<file path="src/pss_pkg.sv">
// pss_pkg: register map, field layout and enumerations for the slave status register bank
// assumes: 8-bit registers on a plain strobe port, one clock, synchronous active-low reset
package pss_pkg;

    localparam int ADDR_W = 8;
    localparam int DATA_W = 8;

    // register offsets
    localparam logic [7:0] OFF_HW_REVISION = 8'h00;
    localparam logic [7:0] OFF_LINK_THERMAL_STATUS = 8'h01;
    localparam logic [7:0] OFF_ADC_GROUND_RETRY = 8'h70;
    localparam logic [7:0] OFF_ADC_RANGE = 8'h71;
    localparam logic [7:0] OFF_ADC_AVERAGING = 8'h72;
    localparam logic [7:0] OFF_ADC_NOISE = 8'h73;
    localparam logic [7:0] OFF_MOIST_MULT = 8'h74;
    localparam logic [7:0] OFF_MOIST_THRESH = 8'h75;
    localparam logic [7:0] OFF_MOIST_CTRL = 8'h76;
    localparam logic [7:0] OFF_INPUT_RES = 8'h77;
    localparam logic [7:0] OFF_ADC_AVERAGE = 8'h78;
    localparam logic [7:0] OFF_ADC_MAXIMUM = 8'h79;
    localparam logic [7:0] OFF_ADC_MINIMUM = 8'h7a;
    localparam logic [7:0] OFF_IRQ_STATUS = 8'h80;
    localparam logic [7:0] OFF_IRQ_CLEAR = 8'h81;
    localparam logic [7:0] OFF_IRQ_ENABLE = 8'h82;
    localparam logic [7:0] OFF_THM_MON_ENABLE = 8'h83;

    // config base for the rw bank at 0x70..0x77
    localparam logic [7:0] CFG_BASE = 8'h70;
    localparam int CFG_COUNT = 8;
    localparam logic [7:0] CFG_LAST = 8'h77;
    localparam logic [7:0] VAL_LAST = 8'h7a;

    // writable-bit masks of the config bank
    localparam logic [7:0] MASK_ADC_GROUND_RETRY = 8'h7f;
    localparam logic [7:0] MASK_ADC_RANGE = 8'h3f;
    localparam logic [7:0] MASK_ADC_AVERAGING = 8'h07;
    localparam logic [7:0] MASK_ADC_NOISE = 8'h3f;
    localparam logic [7:0] MASK_MOIST_MULT = 8'h03;
    localparam logic [7:0] MASK_MOIST_THRESH = 8'hff;
    localparam logic [7:0] MASK_MOIST_CTRL = 8'h55;
    localparam logic [7:0] MASK_INPUT_RES = 8'h03;

    // status field positions
    localparam int BIT_CONNECTED = 7;
    localparam int BIT_WAITING = 6;
    localparam int BIT_IDLE = 5;
    localparam int BIT_SHORT_XFER = 4;
    localparam int BIT_LONG_XFER = 3;
    localparam int THM_W = 3;
    localparam int THM_EN_W = 3;

    localparam logic [7:0] STATUS_RESET = 8'h00;
    localparam logic [7:0] ZERO_BYTE = 8'h00;
    localparam logic [2:0] THM_EN_OFF = 3'h0;
    localparam logic [2:0] THM_EN_RESET = 3'h0;

    // interrupt event bits
    localparam int IRQ_W = 5;
    localparam int IRQ_CONNECT = 0;
    localparam int IRQ_DISCONNECT = 1;
    localparam int IRQ_SHORT_DONE = 2;
    localparam int IRQ_LONG_DONE = 3;
    localparam int IRQ_ZONE_CHANGE = 4;
    localparam logic [4:0] IRQ_RESET = 5'h00;

    typedef enum logic [2:0] {
        PSS_ZONE_COLD = 3'h0,
        PSS_ZONE_COOL = 3'h1,
        PSS_ZONE_ROOM = 3'h2,
        PSS_ZONE_WARM = 3'h3,
        PSS_ZONE_HOT = 3'h4,
        PSS_ZONE_NO_THERMISTOR = 3'h5,
        PSS_ZONE_MON_DISABLED = 3'h6,
        PSS_ZONE_NO_LINE_VOLTAGE = 3'h7
    } pss_zone_e;

    typedef enum logic [1:0] {
        PSS_LINK_IDLE = 2'h0,
        PSS_LINK_WAITING = 2'h1,
        PSS_LINK_CONNECTED = 2'h2
    } pss_link_e;

    // live state that the block's own logic reports
    typedef struct packed {
        logic connected;
        logic waiting;
        logic idle;
        logic short_xfer;
        logic long_xfer;
        logic [2:0] zone;
    } pss_status_s;

    // inputs from the analog thermistor comparators and line detector
    typedef struct packed {
        logic thm_disconnected;
        logic [2:0] thm_zone;
        logic line_voltage_ok;
    } pss_thermal_s;

    // register port request
    typedef struct packed {
        logic [7:0] addr;
        logic [7:0] wdata;
        logic wr;
        logic rd;
    } pss_bus_req_s;

endpackage

</file>
<file path="src/pss_status_regs.sv">
// pss_status_regs: link, transfer and thermistor status registers of a line-powered slave
// assumes: link engine and thermistor comparators are synchronous to core_clk; plain strobe port
`timescale 1ns/1ps
`default_nettype none
module pss_status_regs #(
    parameter logic [7:0] HW_REVISION_CODE = 8'h5a // arbitrary value
) (
    input wire logic core_clk,
    input wire logic rst_n,
    // register port
    input wire logic [7:0] reg_addr,
    input wire logic [7:0] reg_wdata,
    input wire logic reg_wr,
    input wire logic reg_rd,
    output logic [7:0] reg_rdata,
    // live link state from the line engine
    input wire logic [1:0] link_state,
    input wire logic short_xfer_active,
    input wire logic long_xfer_active,
    // thermistor comparators and line detector
    input wire logic thm_disconnected,
    input wire logic [2:0] thm_zone,
    input wire logic line_voltage_ok,
    // measured adc values
    input wire logic [7:0] adc_average,
    input wire logic [7:0] adc_maximum,
    input wire logic [7:0] adc_minimum,
    // config outputs and interrupt line
    output logic [2:0] thermistor_monitor_enable,
    output logic [7:0] cfg_adc_ground_retry,
    output logic [7:0] cfg_adc_range,
    output logic [7:0] cfg_adc_averaging,
    output logic [7:0] cfg_adc_noise,
    output logic [7:0] cfg_moist_mult,
    output logic [7:0] cfg_moist_thresh,
    output logic [7:0] cfg_moist_ctrl,
    output logic [7:0] cfg_input_res,
    output logic irq
);
    function automatic logic hit(input logic [7:0] a, input logic [7:0] off);
        hit = (a == off);
    endfunction

    function automatic logic [7:0] cfg_mask(input logic [2:0] idx);
        case (idx)
            3'h0: cfg_mask = pss_pkg::MASK_ADC_GROUND_RETRY;
            3'h1: cfg_mask = pss_pkg::MASK_ADC_RANGE;
            3'h2: cfg_mask = pss_pkg::MASK_ADC_AVERAGING;
            3'h3: cfg_mask = pss_pkg::MASK_ADC_NOISE;
            3'h4: cfg_mask = pss_pkg::MASK_MOIST_MULT;
            3'h5: cfg_mask = pss_pkg::MASK_MOIST_THRESH;
            3'h6: cfg_mask = pss_pkg::MASK_MOIST_CTRL;
            default: cfg_mask = pss_pkg::MASK_INPUT_RES;
        endcase
    endfunction

    pss_pkg::pss_bus_req_s req;
    pss_pkg::pss_thermal_s thm_in;
    pss_pkg::pss_status_s live;
    pss_pkg::pss_status_s status_reg;
    pss_pkg::pss_zone_e zone_next;
    pss_pkg::pss_link_e link;

    assign req = '{addr: reg_addr, wdata: reg_wdata, wr: reg_wr, rd: reg_rd};
    assign thm_in = '{thm_disconnected: thm_disconnected, thm_zone: thm_zone,
                      line_voltage_ok: line_voltage_ok};
    assign link = pss_pkg::pss_link_e'(link_state);

    // thermistor monitor enable, writable by software
    logic [2:0] thm_en_reg;
    logic [2:0] thm_en_next;

    // zone priority: disabled beats no line voltage beats missing thermistor
    always_comb begin
        if (thm_en_reg == pss_pkg::THM_EN_OFF) begin
            zone_next = pss_pkg::PSS_ZONE_MON_DISABLED;
        end else if (!thm_in.line_voltage_ok) begin
            zone_next = pss_pkg::PSS_ZONE_NO_LINE_VOLTAGE;
        end else if (thm_in.thm_disconnected) begin
            zone_next = pss_pkg::PSS_ZONE_NO_THERMISTOR;
        end else begin
            case (thm_in.thm_zone)
                3'h0: zone_next = pss_pkg::PSS_ZONE_COLD;
                3'h1: zone_next = pss_pkg::PSS_ZONE_COOL;
                3'h2: zone_next = pss_pkg::PSS_ZONE_ROOM;
                3'h3: zone_next = pss_pkg::PSS_ZONE_WARM;
                // comparator codes past hot clamp to hot
                default: zone_next = pss_pkg::PSS_ZONE_HOT;
            endcase
        end
    end

    // live flags, registered once; no latching of past events
    assign live.connected = (link == pss_pkg::PSS_LINK_CONNECTED);
    assign live.waiting = (link == pss_pkg::PSS_LINK_WAITING);
    assign live.idle = (link == pss_pkg::PSS_LINK_IDLE);
    assign live.short_xfer = short_xfer_active;
    assign live.long_xfer = long_xfer_active;
    assign live.zone = zone_next;

    logic [7:0] status_byte;
    assign status_byte = {status_reg.connected, status_reg.waiting, status_reg.idle,
                          status_reg.short_xfer, status_reg.long_xfer, status_reg.zone};

    // interrupts: events from the registered status
    logic [4:0] irq_status_reg;
    logic [4:0] irq_status_next;
    logic [4:0] irq_enable_reg;
    logic [4:0] irq_enable_next;
    logic [4:0] irq_events;

    assign irq_events[pss_pkg::IRQ_CONNECT] = live.connected & ~status_reg.connected;
    assign irq_events[pss_pkg::IRQ_DISCONNECT] = ~live.connected & status_reg.connected;
    assign irq_events[pss_pkg::IRQ_SHORT_DONE] = ~live.short_xfer & status_reg.short_xfer;
    assign irq_events[pss_pkg::IRQ_LONG_DONE] = ~live.long_xfer & status_reg.long_xfer;
    assign irq_events[pss_pkg::IRQ_ZONE_CHANGE] = (live.zone != status_reg.zone);

    // address decode
    wire wr_irq_clear = req.wr & hit(req.addr, pss_pkg::OFF_IRQ_CLEAR);
    wire wr_irq_enable = req.wr & hit(req.addr, pss_pkg::OFF_IRQ_ENABLE);
    wire wr_thm_en = req.wr & hit(req.addr, pss_pkg::OFF_THM_MON_ENABLE);
    wire cfg_wr_hit = req.wr & (req.addr >= pss_pkg::CFG_BASE) & (req.addr <= pss_pkg::CFG_LAST);
    wire cfg_rd_hit = (reg_addr >= pss_pkg::CFG_BASE) & (reg_addr <= pss_pkg::CFG_LAST);
    wire [7:0] cfg_off = req.addr - pss_pkg::CFG_BASE;
    wire [2:0] cfg_idx = cfg_off[2:0];

    // set wins over clear
    assign irq_status_next = (irq_status_reg & ~(wr_irq_clear ? req.wdata[4:0] :
                              pss_pkg::IRQ_RESET)) | irq_events;
    assign irq_enable_next = wr_irq_enable ? req.wdata[4:0] : irq_enable_reg;
    assign thm_en_next = wr_thm_en ? req.wdata[2:0] : thm_en_reg;
    assign irq = |(irq_status_reg & irq_enable_reg);

    // config bank lives in its own memory; a shadow copy drives the outputs
    logic [7:0] cfg_rdata;
    logic [7:0] cfg_shadow_reg [pss_pkg::CFG_COUNT];
    pss_cfg_mem #(
        .DEPTH(pss_pkg::CFG_COUNT),
        .AW(3),
        .DW(8)
    ) u_cfg (
        .core_clk(core_clk),
        .rst_n(rst_n),
        .wr_en(cfg_wr_hit),
        .wr_addr(cfg_idx),
        .wr_data(req.wdata & cfg_mask(cfg_idx)),
        .rd_addr(cfg_idx),
        .rd_data(cfg_rdata)
    );

    always_ff @(posedge core_clk) begin
        if (!rst_n) begin
            for (int i = 0; i < pss_pkg::CFG_COUNT; i++) begin
                cfg_shadow_reg[i] <= pss_pkg::ZERO_BYTE;
            end
        end else if (cfg_wr_hit) begin
            cfg_shadow_reg[cfg_idx] <= req.wdata & cfg_mask(cfg_idx);
        end
    end

    assign cfg_adc_ground_retry = cfg_shadow_reg[0];
    assign cfg_adc_range = cfg_shadow_reg[1];
    assign cfg_adc_averaging = cfg_shadow_reg[2];
    assign cfg_adc_noise = cfg_shadow_reg[3];
    assign cfg_moist_mult = cfg_shadow_reg[4];
    assign cfg_moist_thresh = cfg_shadow_reg[5];
    assign cfg_moist_ctrl = cfg_shadow_reg[6];
    assign cfg_input_res = cfg_shadow_reg[7];
    assign thermistor_monitor_enable = thm_en_reg;

    // read mux; revision and status have no write path at all
    logic [7:0] rd_mux;
    always_comb begin
        rd_mux = pss_pkg::ZERO_BYTE;
        case (reg_addr)
            pss_pkg::OFF_HW_REVISION: rd_mux = HW_REVISION_CODE;
            pss_pkg::OFF_LINK_THERMAL_STATUS: rd_mux = status_byte;
            pss_pkg::OFF_ADC_AVERAGE: rd_mux = adc_average;
            pss_pkg::OFF_ADC_MAXIMUM: rd_mux = adc_maximum;
            pss_pkg::OFF_ADC_MINIMUM: rd_mux = adc_minimum;
            pss_pkg::OFF_IRQ_STATUS: rd_mux = {3'h0, irq_status_reg};
            pss_pkg::OFF_IRQ_ENABLE: rd_mux = {3'h0, irq_enable_reg};
            pss_pkg::OFF_THM_MON_ENABLE: rd_mux = {5'h00, thm_en_reg};
            default: rd_mux = pss_pkg::ZERO_BYTE;
        endcase
    end

    // cfg data arrive from the memory's own register, so select them one cycle late
    logic rd_cfg_reg;
    logic rd_valid_reg;
    logic [7:0] rd_hold_reg;

    always_ff @(posedge core_clk) begin
        if (!rst_n) begin
            status_reg <= pss_pkg::pss_status_s'(pss_pkg::STATUS_RESET);
            irq_status_reg <= pss_pkg::IRQ_RESET;
            irq_enable_reg <= pss_pkg::IRQ_RESET;
            thm_en_reg <= pss_pkg::THM_EN_RESET;
            rd_cfg_reg <= 1'b0;
            rd_valid_reg <= 1'b0;
            rd_hold_reg <= pss_pkg::ZERO_BYTE;
        end else begin
            status_reg <= live;
            irq_status_reg <= irq_status_next;
            irq_enable_reg <= irq_enable_next;
            thm_en_reg <= thm_en_next;
            rd_cfg_reg <= req.rd & cfg_rd_hit;
            rd_valid_reg <= req.rd;
            // hold zero between reads so a stale byte never leaks onto the port
            rd_hold_reg <= req.rd ? rd_mux : pss_pkg::ZERO_BYTE;
        end
    end

    assign reg_rdata = !rd_valid_reg ? pss_pkg::ZERO_BYTE :
                       rd_cfg_reg ? cfg_rdata : rd_hold_reg;
endmodule
`default_nettype wire

</file>
<file path="src/pss_cfg_mem.sv">
// pss_cfg_mem: small register file for the adc and moisture config bank
// assumes: one write port, registered read data, synchronous active-low reset
`timescale 1ns/1ps
`default_nettype none
module pss_cfg_mem #(
    parameter int DEPTH = 8,
    parameter int AW = 3,
    parameter int DW = 8
) (
    input wire logic core_clk,
    input wire logic rst_n,
    input wire logic wr_en,
    input wire logic [AW-1:0] wr_addr,
    input wire logic [DW-1:0] wr_data,
    input wire logic [AW-1:0] rd_addr,
    output logic [DW-1:0] rd_data
);
    logic [DW-1:0] mem_reg [DEPTH];
    logic [DW-1:0] rd_data_reg;

    // reset to zero so read-back is defined before software programs the bank
    always_ff @(posedge core_clk) begin
        if (!rst_n) begin
            for (int i = 0; i < DEPTH; i++) begin
                mem_reg[i] <= '0;
            end
            rd_data_reg <= '0;
        end else begin
            if (wr_en) begin
                mem_reg[wr_addr] <= wr_data;
            end
            rd_data_reg <= mem_reg[rd_addr];
        end
    end

    assign rd_data = rd_data_reg;
endmodule
`default_nettype wire

</file>
<file path="config.mk">
export PLATFORM = sky130hd
export DESIGN_NAME = pss_status_regs
export DESIGN_NICKNAME = d
export VERILOG_FILES = /design/src/pss_pkg.sv /design/src/pss_status_regs.sv /design/src/pss_cfg_mem.sv
export SDC_FILE = /design/constraint.sdc
export NUM_CORES = 1
export LEC_CHECK = 0
export BUFFER_PORTS_ARGS = -buffer_cell sky130_fd_sc_hd__buf_2
export CAP_MARGIN = 20
export CORE_MARGIN = 5
export CORE_UTILIZATION = 47
export DETAILED_ROUTE_END_ITERATION = 10
export PLACE_DENSITY_LB_ADDON = 0.05
export SKIP_LAST_GASP = 1
export SLEW_MARGIN = 20
export SYNTH_ARGS = -nofsm -noshare
export SYNTH_HDL_FRONTEND = slang
export SYNTH_SLANG_ARGS = --single-unit
</file>
<file path="constraint.sdc">
create_clock -name core_clk -period 2.3 [get_ports core_clk]
set_input_delay 0.46 -clock core_clk [delete_from_list [all_inputs] [get_ports core_clk]]
set_output_delay 0.46 -clock core_clk [all_outputs]
set_load 0.02 [all_outputs]
</file>
==> impl_metrics.json <==
{
  "synth_compound_area_share_pct": 8.433,
  "synthesis.area_sq_um": 4718,
  "path_buf_inv": 1,
  "synth.most_common_cell": "edfxtp_1",
  "ys.flop_type": "edfxtp_1",
  "tightest_slew_ns": 0.5350,
  "synth_top_family_by_area": "simple AND/OR/NAND/NOR gates",
  "num_io_pins": 129,
  "synth-xor-area-share_pct": 0.3713,
  "setup_violations": 0,
  "skew_ns": 0.01024,
  "coreArea_sq_um": 9774,
  "clock_sinks": 103,
  "crit_family": "flip-flops",
  "ys_ff_latch": 103,
  "rsz0062_at_grt": "false",
  "critPathLaunch": "rd_cfg_reg$_SDFF_PN0_",
  "path_class": "flop to output port",
  "max_slew_margin_pct": 64.06,
  "track_usage_pct": 21.46,
  "cts_buffers": 9,
  "critPathSlowestCell": "dfxtp_1",
  "fin_nets": 599,
  "cts_resized": 0,
  "r2r_cells": 5,
  "drc": 0,
  "first_pass_iters": 5,
  "endpoint": "reg_rdata[5]",
  "gp_congestion": 0.8919,
  "p_leak_nw": 2.444,
  "synth_cell_types": 57,
  "grt_max_degree": 43,
  "ys_seq_area_share_pct": 57.28,
  "vias_per_cell": 5.383,
  "dp_hpwl_microns": 9856,
  "overflow": 0,
  "largest_reg_flops": 48,
  "cts_tree": "yes",
  "status": "complete, no violations",
  "cts_buffer_depth": 2,
  "r2r-end": "irq_status_reg[4]$_SDFF_PN0_",
  "clock.fmax_mhz": 525.5,
  "required_ns": 1.84,
  "hold_class": "input port to flop",
  "placed_area_sq_um": 5650,
  "synth_edf_count": 64,
  "grt_pass1_wl_microns": 19180,
  "post_drt_wl_per_cell_microns": 18.80,
  "cts-root-buf": "clkbuf_8",
  "drt_wl_total_microns": 12860,
  "ys_top_cells_by_count": "edfxtp_1 (64), nand2_1 (45), dfxtp_1 (39)",
  "synthMuxAreaShare_pct": 13.66,
  "power_mw": 3.762,
  "finalSetupTns_ns": 0,
  "arrival_ns": 1.44,
  "path_max_fanout": 8,
  "cts_hold_buf": 0,
  "fp.dieW_microns": 110.2,
  "antenna_found_initial": 0,
  "grt_pass1_vias": 3489,
  "async_flop_share_pct": 0,
  "dieHeight_microns": 110.2,
  "p_per_area_nw_per_um2": 642.7,
  "yosys.area_share.simple_pct": 17.48,
  "via_count": 3682,
  "ys_warn_count": 0,
  "synth_area_per_cell_sq_um": 12.22,
  "ant_nets": 0,
  "crit_cells": 3,
  "timing.max_cap.violations": 0,
  "cts_htree_levels": 3,
  "worst-r2r-setup-slack_ns": 0.90,
  "finalCritPeriodShare_pct": 82.73,
  "fin_area_sq_um": 5853,
  "rows": 36,
  "crit_chain": "mux2i_1 -> nor2b_1 -> buf_2",
  "area_growth_pct": 24.05,
  "drv_slew": 0,
  "irDropWorstVdd_mv": 0.3552,
  "reg2reg_from": "thermistor_monitor_enable[0]$_SDFFE_PN0P_",
  "post-cts-setup-buffer-count": 0,
  "die_area_sq_um": 12140,
  "port-buffer-count": 128,
  "drive_gt1_share_pct": 35.39,
  "hold_viol_final": 0,
  "synth.top_cells.by_area": "edfxtp_1 (41%), dfxtp_1 (17%), mux4_2 (7.6%)",
  "initial_utilization_pct": 48.27,
  "synth_top_area_cell": "edfxtp_1",
  "endpoint_kind": "output port",
  "final.min_clock_period_ns": 1.903,
  "diodes": 0,
  "netlist_instances": 386,
  "cpPeakStageDelay_ns": 0.60,
  "clkLatencyLatePin_ns": 0.37,
  "clk_pin_slew_ns": 0.10,
  "holdWs_ns": 0.2768,
  "cp-start-kind": "flop",
  "drt_iter0_drc": 255,
  "synth_fa_ha_area_share_pct": 0,
  "synth_top_area_share_pct": 40.73
}
worst min path at each step:
stage                         startpoint                           end  slack, ns  cells after the start
2_1_floorplan  status_byte[6]$_SDFF_PN0_     rd_hold_reg[6]$_SDFF_PN0_       0.44                      2
3_3_place_gp   status_byte[4]$_SDFF_PN0_  irq_status_reg[2]$_SDFF_PN0_       0.49                      1
3_5_place_dp   status_byte[4]$_SDFF_PN0_  irq_status_reg[2]$_SDFF_PN0_       0.50                      1
4_1_cts                    link_state[0]     status_byte[5]$_SDFF_PN0_       0.26                      2
5_1_grt                    link_state[0]     status_byte[5]$_SDFF_PN0_       0.26                      2
6_report                   link_state[0]     status_byte[5]$_SDFF_PN0_       0.28                      2
cell usage in the layout, fill, tap and decap left out, types with 2 or more instances in the layout:
cell / synthesis / final
mux4_2: 16 / 16
nor4_1: 2 / 2
a31oi_1: 2 / 2
a31o_2: 2 / 2
a22oi_1: 6 / 6
nand2b_1: 4 / 4
and3_1: 17 / 17
buf_2: 7 / 128
xor2_1: 2 / 2
a311oi_1: 2 / 2
a222oi_1: 2 / 2
nor2b_1: 19 / 19
mux2_2: 3 / 3
nand3_1: 2 / 2
clkinvlp_4: 0 / 3
and2_1: 4 / 4
a32oi_1: 2 / 2
nand2_2: 2 / 2
buf_4: 1 / 14
inv_6: 0 / 2
nand2_1: 45 / 45
a21oi_1: 11 / 11
nand3b_1: 3 / 3
edfxtp_1: 64 / 64
nor2_1: 31 / 31
mux2i_1: 25 / 25
conb_1: 1 / 26
clkbuf_8: 0 / 9
dfxtp_1: 39 / 39
nor3_1: 9 / 9
nand3_2: 3 / 3
nor2_2: 2 / 2
o21ai_0: 6 / 6
nor3_4: 2 / 2
a21boi_0: 9 / 9
o211ai_1: 2 / 2
o32a_1: 2 / 2
inv_1: 8 / 8
layout make-up:
type | instances | area (sq um)
Clock inverter | 7 | 78.83
Multi-Input combinational cell | 280 | 1982
Inverter | 9 | 33.78
Sequential cell | 103 | 2703
Fill cell | 852 | 3921
Tap cell | 133 | 166.4
Timing Repair Buffer | 143 | 765.7
Clock buffer | 9 | 123.9
through the flow:
| stage | utilization, % | cells | setup WS [ns] |
|---|---|---|---|
| 6_report | 59.88 | 684 | 0.3971 |
| 5_1_grt | 59.88 | 684 | 0.3024 |
| 4_1_cts | 59.88 | 684 | 0.3827 |
| 3_5_place_dp | 57.81 | 668 | 0.1962 |
| 3_3_place_gp | 57.81 | 668 | 0.2232 |
| 2_1_floorplan | - | 411 | 0.04542 |
metal layers:
layer	GRT usage, %	part of all wire, %	vias to the layer above
met2	34.58	48	165
met1	30.27	44	1784
met4	4.837	0.73	0
met3	4.252	7.4	9
met5	0	0	-
li1	-	-	1724
cells by family after synthesis:
logic type | after synthesis
other | 1
DFF | 103
muxes | 44
AOI/OAI and AO/OA | 55
buffers and inverters | 28
and+or+nand+nor | 153
xor gates and xnor gates | 2
report_power, final:
group	leakage, nW	switching [mW]	total [mW]	internal (mW)
registers	0.934	0.0575	2.12	2.06
logic	1.42	0.309	0.501	0.192
clock network	0.0925	0.632	1.14	0.512
Power figures use the tool's default switching activity.
